==> src/rtl/clock_gen_pkg.sv <==
package clock_gen_pkg;

  // special function register addresses
  localparam logic [7:0] TRIM_ADDR = 8'h96;
  localparam logic [7:0] DIVISOR_ADDR = 8'h9E;
  localparam logic [7:0] UNMAPPED_READ = 8'h00;

  // field layout of the trim register
  localparam int TRIM_MSB = 5;
  localparam int TRIM_WIDTH = 6;
  localparam int CLKOUT_EN_BIT = 6;

  // divisor value after reset, and centre code of the trim range
  localparam logic [7:0] DIVISOR_RESET = 8'h00;
  localparam logic [5:0] TRIM_CENTER = 6'h20;

  // nonvolatile oscillator configuration codes
  localparam logic [2:0] CFG_XTAL_HIGH = 3'h0;
  localparam logic [2:0] CFG_XTAL_MED = 3'h1;
  localparam logic [2:0] CFG_XTAL_LOW = 3'h2;
  localparam logic [2:0] CFG_RC = 3'h3;
  localparam logic [2:0] CFG_WDT = 3'h4;
  localparam logic [2:0] CFG_EXT = 3'h7;

  // crystal amplifier range codes
  localparam logic [1:0] GAIN_OFF = 2'h0;
  localparam logic [1:0] GAIN_LOW = 2'h1;
  localparam logic [1:0] GAIN_MED = 2'h2;
  localparam logic [1:0] GAIN_HIGH = 2'h3;

  // timing
  localparam int CLK_MHZ = 50;
  localparam int WAKE_XTAL_OSC = 992;
  localparam int WAKE_OTHER_OSC = 224;
  localparam int WAKE_MIN_US = 60;
  localparam int WAKE_US_CYCLES = WAKE_MIN_US * CLK_MHZ;
  localparam int WDT_OSC_KHZ = 400;
  localparam int WDT_DIV = (CLK_MHZ * 1000) / WDT_OSC_KHZ;
  localparam int RC_NOMINAL_KHZ = 7373;
  localparam int RC_ACC_BITS = 16;
  localparam int RC_STEP_NOM = (RC_NOMINAL_KHZ * 65536 + CLK_MHZ * 500) / (CLK_MHZ * 1000);
  localparam int RC_STEP_TRIM = 48;

  typedef struct packed {
    logic wr;
    logic rd;
    logic [7:0] addr;
    logic [7:0] wdata;
  } sfr_req_t;

  typedef struct packed {
    logic osc;
    logic cpu;
    logic machine;
    logic periph;
  } clk_ticks_t;

endpackage

==> src/rtl/pin_edge_sync.sv <==
`timescale 1ns/100ps
`default_nettype none
module pin_edge_sync (
  input wire logic i_clk,
  input wire logic i_rst_n,
  input wire logic i_pin,
  output logic o_rise
);
  logic meta_q;
  logic sync_q;
  logic last_q;
  logic meta_d;
  logic sync_d;
  logic last_d;

  always_comb begin
    meta_d = i_pin;
    sync_d = meta_q;
    last_d = sync_q;
    if (!i_rst_n) begin
      meta_d = 1'b0;
      sync_d = 1'b0;
      last_d = 1'b0;
    end
  end

  always_ff @(posedge i_clk) begin
    meta_q <= meta_d;
    sync_q <= sync_d;
    last_q <= last_d;
  end

  // only the second stage and its delayed copy feed the edge detect
  assign o_rise = sync_q & ~last_q;
endmodule
`default_nettype wire

==> src/rtl/mcu_clock_generation.sv <==
// Function
// - one of four sources feeds divider
// - machine cycle is two cpu clocks
// - peripheral clock is cpu clock halved
// - internal rc oscillator nominally 7.373 MHz
// - source chosen by nonvolatile configuration bits
// - low crystal range 20 to 100 kHz
// - medium crystal range 100 kHz to 4 MHz
// - high crystal range 4 to 18 MHz
// - clock output only without crystal use
// - clock output only when enable bit set
// - clock output is half cpu clock
// - trim loaded only on power-on reset
// - trim register at 96H, bits 5:0
// - trim value tunes rc, rewritable anytime
// - divider up to 510, change anytime
// - wake-up delay 992 or 224 plus 60us
`timescale 1ns/100ps
`default_nettype none
module mcu_clock_generation #(
  parameter int DIV_WIDTH = 8
) (
  input wire logic i_clk,
  input wire logic i_rst_n,
  input wire logic i_por_n,
  input wire logic [2:0] i_osc_config,
  input wire logic [5:0] i_factory_trim,
  input wire logic i_xtal_pin,
  input wire logic i_ext_clk_pin,
  input wire logic i_rtc_on_crystal,
  input wire logic i_power_down,
  input wire clock_gen_pkg::sfr_req_t i_sfr,
  output logic [7:0] o_sfr_rdata,
  output clock_gen_pkg::clk_ticks_t o_ticks,
  output logic [1:0] o_xtal_gain,
  output logic o_crystal_out_clock_pin,
  output logic o_crystal_out_clock_oe,
  output logic o_cpu_clock_running
);
  typedef enum logic [3:0] {
    ST_STOP = 4'h1,
    ST_WAKE_OSC = 4'h2,
    ST_WAKE_US = 4'h4,
    ST_RUN = 4'h8
  } wake_state_t;

  logic any_rst;
  assign any_rst = !i_rst_n || !i_por_n;

  logic xtal_rise;
  logic ext_rise;
  pin_edge_sync u_xtal_sync (
    .i_clk(i_clk),
    .i_rst_n(!any_rst),
    .i_pin(i_xtal_pin),
    .o_rise(xtal_rise)
  );
  pin_edge_sync u_ext_sync (
    .i_clk(i_clk),
    .i_rst_n(!any_rst),
    .i_pin(i_ext_clk_pin),
    .o_rise(ext_rise)
  );

  // configuration and registers
  logic [2:0] cfg_q, cfg_d;
  logic [5:0] trim_q, trim_d;
  logic clkout_en_q, clkout_en_d;
  logic [DIV_WIDTH-1:0] divisor_q, divisor_d;
  logic [7:0] rdata_q, rdata_d;

  always_comb begin
    cfg_d = cfg_q;
    trim_d = trim_q;
    clkout_en_d = clkout_en_q;
    divisor_d = divisor_q;
    rdata_d = rdata_q;
    if (i_sfr.wr && i_sfr.addr == clock_gen_pkg::TRIM_ADDR) begin
      trim_d = i_sfr.wdata[clock_gen_pkg::TRIM_MSB:0];
      clkout_en_d = i_sfr.wdata[clock_gen_pkg::CLKOUT_EN_BIT];
    end
    if (i_sfr.wr && i_sfr.addr == clock_gen_pkg::DIVISOR_ADDR) begin
      divisor_d = i_sfr.wdata[DIV_WIDTH-1:0];
    end
    if (i_sfr.rd) begin
      case (i_sfr.addr)
        clock_gen_pkg::TRIM_ADDR: rdata_d = {1'b0, clkout_en_q, trim_q};
        clock_gen_pkg::DIVISOR_ADDR: rdata_d = 8'(divisor_q);
        default: rdata_d = clock_gen_pkg::UNMAPPED_READ;
      endcase
    end
    if (any_rst) begin
      // the strap is sampled only while reset is held, never at run time
      cfg_d = i_osc_config;
      divisor_d = DIV_WIDTH'(clock_gen_pkg::DIVISOR_RESET);
      rdata_d = clock_gen_pkg::UNMAPPED_READ;
    end
    if (!i_por_n) begin
      trim_d = i_factory_trim;
      clkout_en_d = 1'b0;
    end
  end

  always_ff @(posedge i_clk) begin
    cfg_q <= cfg_d;
    trim_q <= trim_d;
    clkout_en_q <= clkout_en_d;
    divisor_q <= divisor_d;
    rdata_q <= rdata_d;
  end

  assign o_sfr_rdata = rdata_q;

  // source selection
  logic is_xtal;
  always_comb begin
    is_xtal = 1'b0;
    o_xtal_gain = clock_gen_pkg::GAIN_OFF;
    case (cfg_q)
      clock_gen_pkg::CFG_XTAL_LOW: begin
        is_xtal = 1'b1;
        o_xtal_gain = clock_gen_pkg::GAIN_LOW;
      end
      clock_gen_pkg::CFG_XTAL_MED: begin
        is_xtal = 1'b1;
        o_xtal_gain = clock_gen_pkg::GAIN_MED;
      end
      clock_gen_pkg::CFG_XTAL_HIGH: begin
        is_xtal = 1'b1;
        o_xtal_gain = clock_gen_pkg::GAIN_HIGH;
      end
      default: begin
        is_xtal = 1'b0;
        o_xtal_gain = clock_gen_pkg::GAIN_OFF;
      end
    endcase
  end

  // rc oscillator modelled as a phase accumulator steered by the trim value
  localparam int ACC = clock_gen_pkg::RC_ACC_BITS;
  logic [ACC:0] rc_acc_q, rc_acc_d;
  logic [ACC-1:0] rc_step;
  logic [7:0] wdt_cnt_q, wdt_cnt_d;
  logic rc_tick;
  logic wdt_tick;

  always_comb begin
    rc_step = ACC'(clock_gen_pkg::RC_STEP_NOM
        + (int'(trim_q) - int'(clock_gen_pkg::TRIM_CENTER)) * clock_gen_pkg::RC_STEP_TRIM);
    rc_acc_d = {1'b0, rc_acc_q[ACC-1:0]} + {1'b0, rc_step};
    wdt_cnt_d = (wdt_cnt_q == 8'(clock_gen_pkg::WDT_DIV - 1)) ? 8'h00 : wdt_cnt_q + 8'h01;
    if (any_rst) begin
      rc_acc_d = '0;
      wdt_cnt_d = 8'h00;
    end
  end

  always_ff @(posedge i_clk) begin
    rc_acc_q <= rc_acc_d;
    wdt_cnt_q <= wdt_cnt_d;
  end

  assign rc_tick = rc_acc_q[ACC];
  assign wdt_tick = (wdt_cnt_q == 8'(clock_gen_pkg::WDT_DIV - 1));

  logic osc_tick;
  always_comb begin
    case (cfg_q)
      clock_gen_pkg::CFG_RC: osc_tick = rc_tick;
      clock_gen_pkg::CFG_WDT: osc_tick = wdt_tick;
      clock_gen_pkg::CFG_EXT: osc_tick = ext_rise;
      default: osc_tick = is_xtal ? xtal_rise : 1'b0;
    endcase
  end

  // wake-up timer
  wake_state_t st_q, st_d;
  logic [9:0] osc_cnt_q, osc_cnt_d;
  logic [11:0] us_cnt_q, us_cnt_d;
  logic [9:0] osc_wait;

  always_comb begin
    osc_wait = is_xtal ? 10'(clock_gen_pkg::WAKE_XTAL_OSC - 1)
                       : 10'(clock_gen_pkg::WAKE_OTHER_OSC - 1);
    st_d = st_q;
    osc_cnt_d = osc_cnt_q;
    us_cnt_d = us_cnt_q;
    case (st_q)
      ST_STOP: begin
        osc_cnt_d = 10'h000;
        us_cnt_d = 12'h000;
        if (!i_power_down) begin
          st_d = ST_WAKE_OSC;
        end
      end
      ST_WAKE_OSC: begin
        if (osc_tick) begin
          osc_cnt_d = osc_cnt_q + 10'h001;
          if (osc_cnt_q == osc_wait) begin
            st_d = ST_WAKE_US;
          end
        end
      end
      ST_WAKE_US: begin
        us_cnt_d = us_cnt_q + 12'h001;
        if (us_cnt_q == 12'(clock_gen_pkg::WAKE_US_CYCLES - 1)) begin
          st_d = ST_RUN;
        end
      end
      ST_RUN: begin
        if (i_power_down) begin
          st_d = ST_STOP;
        end
      end
      default: st_d = ST_STOP;
    endcase
    if (any_rst) begin
      st_d = ST_WAKE_OSC;
      osc_cnt_d = 10'h000;
      us_cnt_d = 12'h000;
    end
  end

  always_ff @(posedge i_clk) begin
    st_q <= st_d;
    osc_cnt_q <= osc_cnt_d;
    us_cnt_q <= us_cnt_d;
  end

  // divider: factor is twice the divisor, zero passes the oscillator through
  logic [DIV_WIDTH:0] div_cnt_q, div_cnt_d;
  logic [DIV_WIDTH:0] div_last;
  logic cpu_tick;
  logic mphase_q, mphase_d;
  logic clkout_q, clkout_d;
  logic clkout_allowed;

  assign div_last = (divisor_q == '0) ? '0 : ({divisor_q, 1'b0} - 1'b1);
  // a count past the new limit ends at once, so a change never stalls the cpu
  assign cpu_tick = (st_q == ST_RUN) && osc_tick && (div_cnt_q >= div_last);
  assign clkout_allowed = !is_xtal && !i_rtc_on_crystal;

  always_comb begin
    div_cnt_d = div_cnt_q;
    if (osc_tick) begin
      div_cnt_d = (div_cnt_q >= div_last) ? '0 : div_cnt_q + 1'b1;
    end
    mphase_d = cpu_tick ? !mphase_q : mphase_q;
    clkout_d = 1'b0;
    if (clkout_en_q && clkout_allowed) begin
      clkout_d = cpu_tick ? !clkout_q : clkout_q;
    end
    if (any_rst) begin
      div_cnt_d = '0;
      mphase_d = 1'b0;
      clkout_d = 1'b0;
    end
  end

  always_ff @(posedge i_clk) begin
    div_cnt_q <= div_cnt_d;
    mphase_q <= mphase_d;
    clkout_q <= clkout_d;
  end

  logic machine_tick;
  logic periph_tick;
  assign machine_tick = cpu_tick && mphase_q;
  assign periph_tick = cpu_tick && mphase_q;
  // one driver for the whole struct, so no tool sees its members driven apart
  assign o_ticks = '{osc: osc_tick, cpu: cpu_tick,
                     machine: machine_tick, periph: periph_tick};
  // software should drop the enable before idle to save power
  assign o_crystal_out_clock_oe = clkout_en_q && clkout_allowed;
  assign o_crystal_out_clock_pin = clkout_q;
  assign o_cpu_clock_running = (st_q == ST_RUN);

  trim_por_a: assert property (@(posedge i_clk) !i_por_n |=> trim_q == $past(i_factory_trim))
    else $error("trim not loaded on power-on reset");
  trim_keep_a: assert property (@(posedge i_clk) i_por_n && !i_rst_n |=> $stable(trim_q))
    else $error("trim changed by non power-on reset");
  clkout_gate_a: assert property (@(posedge i_clk) disable iff (any_rst)
      o_crystal_out_clock_oe |-> clkout_en_q && !is_xtal && !i_rtc_on_crystal)
    else $error("clock output driven while not permitted");
  clkout_half_a: assert property (@(posedge i_clk) disable iff (any_rst)
      cpu_tick && o_crystal_out_clock_oe && $stable(o_crystal_out_clock_oe)
      |=> o_crystal_out_clock_pin != $past(o_crystal_out_clock_pin))
    else $error("clock output did not toggle on cpu tick");
  periph_half_a: assert property (@(posedge i_clk) disable iff (any_rst)
      o_ticks.cpu && !o_ticks.periph |=> mphase_q)
    else $error("peripheral tick not on every second cpu tick");
  clkout_idle_a: assert property (@(posedge i_clk) disable iff (any_rst)
      !o_crystal_out_clock_oe |=> !o_crystal_out_clock_pin)
    else $error("clock output level left high while not driven");
  machine_pair_a: assert property (@(posedge i_clk) disable iff (any_rst)
      o_ticks.machine |=> !mphase_q)
    else $error("machine cycle phase not restarted");
  cpu_gated_a: assert property (@(posedge i_clk) disable iff (any_rst)
      st_q != ST_RUN |-> !o_ticks.cpu)
    else $error("cpu clock during wake-up delay");
  wake_us_a: assert property (@(posedge i_clk) disable iff (any_rst)
      st_q == ST_WAKE_US && $past(st_q) == ST_WAKE_OSC
      |-> (st_q == ST_WAKE_US)[*8])
    else $error("microsecond wake-up phase cut short");
  div_pass_a: assert property (@(posedge i_clk) disable iff (any_rst)
      st_q == ST_RUN && divisor_q == '0 && osc_tick |-> cpu_tick)
    else $error("undivided oscillator tick lost");
  src_sel_a: assert property (@(posedge i_clk) disable iff (any_rst)
      cfg_q == clock_gen_pkg::CFG_WDT |-> osc_tick == wdt_tick)
    else $error("oscillator tick not from selected source");
endmodule
`default_nettype wire

==> config.mk <==
export PLATFORM = sky130hd
export DESIGN_NAME = mcu_clock_generation
export DESIGN_NICKNAME = d
export VERILOG_FILES = /design/src/rtl/clock_gen_pkg.sv /design/src/rtl/pin_edge_sync.sv /design/src/rtl/mcu_clock_generation.sv
export SDC_FILE = /design/constraint.sdc
export NUM_CORES = 1
export LEC_CHECK = 0
export ABC_AREA = 1
export BUFFER_PORTS_ARGS = -buffer_cell sky130_fd_sc_hd__buf_2
export CORE_MARGIN = 2
export CORE_UTILIZATION = 55
export CTS_BUF_LIST = sky130_fd_sc_hd__clkbuf_16
export DETAILED_ROUTE_END_ITERATION = 12
export PLACE_DENSITY = 0.85
export SYNTH_ARGS = -nofsm -noshare
export SYNTH_HDL_FRONTEND = slang
export SYNTH_SLANG_ARGS = --single-unit
export TNS_END_PERCENT = 5
==> constraint.sdc <==
create_clock -name i_clk -period 5.46 [get_ports i_clk]
set_input_delay 0.819 -clock i_clk [delete_from_list [all_inputs] [get_ports i_clk]]
set_output_delay 0.819 -clock i_clk [all_outputs]
set_load 0.01 [all_outputs]
==> run summary <==
## Outcome
- completed — run status

## Place
- 50 — port buffer count
- 0.9019 — last weighted congestion value of the routability-driven placer
- 8878 um — placed wire-length estimate after detailed placement
- 2046 ps — minimum setup slack after placement

## Timing
- 3813 ps — post-layout min period
- 69.84% — share of the cycle needed by the critical path after routing
- 0 — final-report max-slew violation count
- 9.880 ps — clock skew after layout
- 667.8 ps — slew of the pin with the lowest slew margin
- 55.43% — max_slew headroom
- no — unrepaired setup endpoints after global routing
- 0.2622 GHz — fmax
- 1647 ps — smallest setup slack after layout
- 0 — Final Hold Vio Count
- 0 — setup violation total in the final timing report
- 0 ps — Total Neg Setup Slack

## Synthesis
- 30.59% — share of Yosys cell area claimed by the top area cell type
- 750 — number of instances in the synthesized netlist
- 0 — synth warn
- 5301 sq um — Syn Std Cell Area
- sky130_fd_sc_hd__dfxtp_1 — most instantiated flip-flop cell in the synthesis netlist
- sky130_fd_sc_hd__dfxtp_1 31%, sky130_fd_sc_hd__nand2_1 13%, sky130_fd_sc_hd__ha_1 9.0% — top post-synthesis cells by area
- 824 — number of nets produced by synthesis
- sky130_fd_sc_hd__nand2_1 — most common cell in the synthesized netlist
- 9 — Post-synth EDFFs
- 90 — post-synthesis sequential element count
- 7.068 sq um — post-synthesis average cell area
- 178 x sky130_fd_sc_hd__nand2_1, 99 x sky130_fd_sc_hd__nor2_1, 89 x sky130_fd_sc_hd__inv_1, 81 x sky130_fd_sc_hd__dfxtp_1, 59 x sky130_fd_sc_hd__a21oi_1 — Commonest cells post-synth
- sky130_fd_sc_hd__dfxtp_1 — top cell type by total area after synthesis
- 0% — async set or reset register ratio after synthesis
- 48 — Netlist cell types
- 35.69% — register area share after synthesis

## Floorplanning
- 102.2 um — vertical die dimension
- 9284 sq um — Std-Cell Core Area
- 35 — count of standard-cell rows
- 10440 sq um — Die Footprint
- 102.2 um — die width
- 57.10% — starting density of the core
- 51 — # IOs

## CTS
- 9 — CTS buffer count
- 70 ps — clock slew at reported path FFs
- 3 — htree depth
- 0 — Setup Fix Bufs, Post-CTS
- built — CTS tree
- 350 ps — Clock Latency Late Sink
- 0 — total of cells resized after clock tree synthesis
- sky130_fd_sc_hd__clkbuf_16 — CTS Root Cell
- 90 — count of clock tree sinks
- 2 — maximum clock path buffer count
- 0 — count of hold-fix buffers inserted at cts

## Worst setup path
- 2990 ps — arrival time at the worst endpoint
- 5 — worst path buffer plus inverter count
- sky130_fd_sc_hd__nand2_1 — most frequent cell on the critical path
- 310 ps — peak per-stage delay on the critical path
- output pin — nature of the critical path endpoint
- reg -> out — Worst Path Class, Setup
- sky130_fd_sc_hd__dfxtp_1 — cell with the largest stage delay on the worst path
- 4640 ps — Req. time, crit path
- simple AND/OR/NAND/NOR gates — kind of cell adding the most delay to the critical path
- flop — Startpoint Class
- 7 — CP max FO
- inv_1, ha_1, inv_1, nor2_1, nand3_1, nor2_1, nand2_1, nand3_1, ha_1, nand2_1, inv_1, nand2_1, nand2_1, nand2_1, nand4_1, nand2_1, inv_1, buf_2 — critical path cell sequence

## Global routing
- 0 — initial antenna violation count
- 0 — leftover overflow at the end of global routing
- 24.71% — overall global routing resource usage
- 20600 um — wire length of the first global-routing pass
- 32 — largest net degree at the start of global routing
- 4680 — via count of the first global-routing pass

## Power
- 0.1884 mV — maximum VDD drop
- 305.7 nW/um^2 — power density normalized to cell area
- 0.002664 uW — leakage component of the power
- 1816 uW — power after layout

## Routing
- 12230 um — routed wire length
- 5 — number of search-and-repair iterations in the first detailed-routing pass
- 5.394 — number of vias per cell
- 0 — drt drc
- 274 — Iteration-0 DRC Markers
- 5016 — via count of the routed design
- 13.15 um — routed len/inst
- 0 — count of antenna-violating nets left after detailed routing

## Run
- 0 — Max Cap Viol

## Cells and area
- 12.11% — share of final-layout standard cells stronger than drive strength 1
- 12.01% — Area growth syn-to-layout
- 801 — Layout fillers
- 870 — post-layout net count
- 0 — # diodes

## Worst hold path
- reg -> reg — worst hold path class

worst register-to-register path, cell delays in order (launching register included):
cell and delay (ps):
sky130_fd_sc_hd__edfxtp_1 420, sky130_fd_sc_hd__ha_1 330, sky130_fd_sc_hd__ha_1 240, sky130_fd_sc_hd__fa_1 460
sky130_fd_sc_hd__inv_1 80, sky130_fd_sc_hd__ha_1 180, sky130_fd_sc_hd__inv_1 50, sky130_fd_sc_hd__o211ai_1 270
sky130_fd_sc_hd__nand2_1 110, sky130_fd_sc_hd__nand2_1 80, sky130_fd_sc_hd__nand2_1 50, sky130_fd_sc_hd__nand2_1 50
sky130_fd_sc_hd__inv_1 40, sky130_fd_sc_hd__ha_1 340, sky130_fd_sc_hd__nand2_1 90, sky130_fd_sc_hd__nor2_1 140
sky130_fd_sc_hd__nand3_1 100, sky130_fd_sc_hd__o2111ai_1 130, sky130_fd_sc_hd__nand2_1 80, sky130_fd_sc_hd__nand2_1 70
sky130_fd_sc_hd__nor2_1 60
state kept, by name (all words and copies together) (netlist names), 3 cells and up:
register	cells
wdt_cnt_q	8
osc_cnt_q	10
div_cnt_q	9
rc_acc_q	13
st_q	4
trim_q	6
o_sfr_rdata	8
divisor_q	8
cfg_q	3
us_cnt_q	12
final timing paths:
kind,start,to,slack (ps),cells after the start
setup reg to reg,trim_q[1]$_DFFE_PP_,rc_acc_q[15]$_SDFF_PP0_,1980,20
hold reg to reg,u_ext_sync.meta_q$_SDFF_PP0_,u_ext_sync.sync_q$_SDFF_PP0_,410,2
hold / removal,u_ext_sync.meta_q$_SDFF_PP0_,u_ext_sync.sync_q$_SDFF_PP0_,410,2
setup / recovery,divisor_q[0]$_SDFFE_PP0P_,o_ticks[2],1650,18
layer usage:
layer	vias up	share of wire [%]	GRT usage (%)
met2	167	47	41.85
met1	2273	45	30.70
met4	0	2.9	12.72
li1	2548	-	-
met5	-	0	0
met3	28	5.5	3.488
power breakdown:
group | internal [uW] | switching (uW) | total [uW]
registers | 700 | 20.1 | 720
logic | 158 | 284 | 442
clock network | 384 | 269 | 653
total | 1240 | 573 | 1820
per-stage QoR:
stage	hold WS, ps	area (sq um)	utilization (%)	cells
final	413.4	5938	63.96	930
after global routing	441.1	5938	63.96	930
after CTS	415.8	5938	63.96	930
after detailed placement	405.9	5625	60.59	914
after global placement	402.9	5625	60.59	914
after floorplan	393.6	5301	-	750
final cells by class:
class / instances / area (sq um) / area share, %
tap: 129 / 161.4 / 2.718
timing repair buffer: 52 / 265.3 / 4.467
multi-input combinational: 550 / 2958 / 49.81
clock inverter: 6 / 62.56 / 1.054
inverter: 93 / 349.1 / 5.879
clock buffer: 10 / 250.2 / 4.214
sequential: 90 / 1892 / 31.86
placed cells by master (no fill, tap or decap), drive strengths merged, types with 3 or more instances in the layout:
master / Yosys / routed
ha: 38 / 38
dfxtp: 81 / 81
o211ai: 8 / 8
inv: 93 / 97
nand4: 18 / 18
a21oi: 60 / 60
buf: 12 / 52
nor2: 104 / 104
o21ai: 32 / 32
o21bai: 3 / 3
clkbuf: 5 / 10
nor3b: 3 / 3
nand3: 49 / 49
o21a: 3 / 3
xnor2: 3 / 3
nor3: 9 / 9
a211oi: 4 / 4
xor2: 9 / 9
or2: 3 / 3
nand2: 188 / 188
edfxtp: 9 / 9
logic make-up (layout without fill, tap and decap cells):
| group | Yosys count | after routing | share of synthesized area [%] |
|---|---|---|---|
| buf+inv | 110 | 161 | 8.520 |
| xor+xnor | 12 | 12 | 1.983 |
| simple gates | 380 | 380 | 31.48 |
| fa+ha+maj | 40 | 40 | 9.724 |
| mux | 1 | 1 | 0.1888 |
| compound gates | 117 | 117 | 12.41 |
| flops | 90 | 90 | 35.69 |
Power figures use the tool's default switching activity.
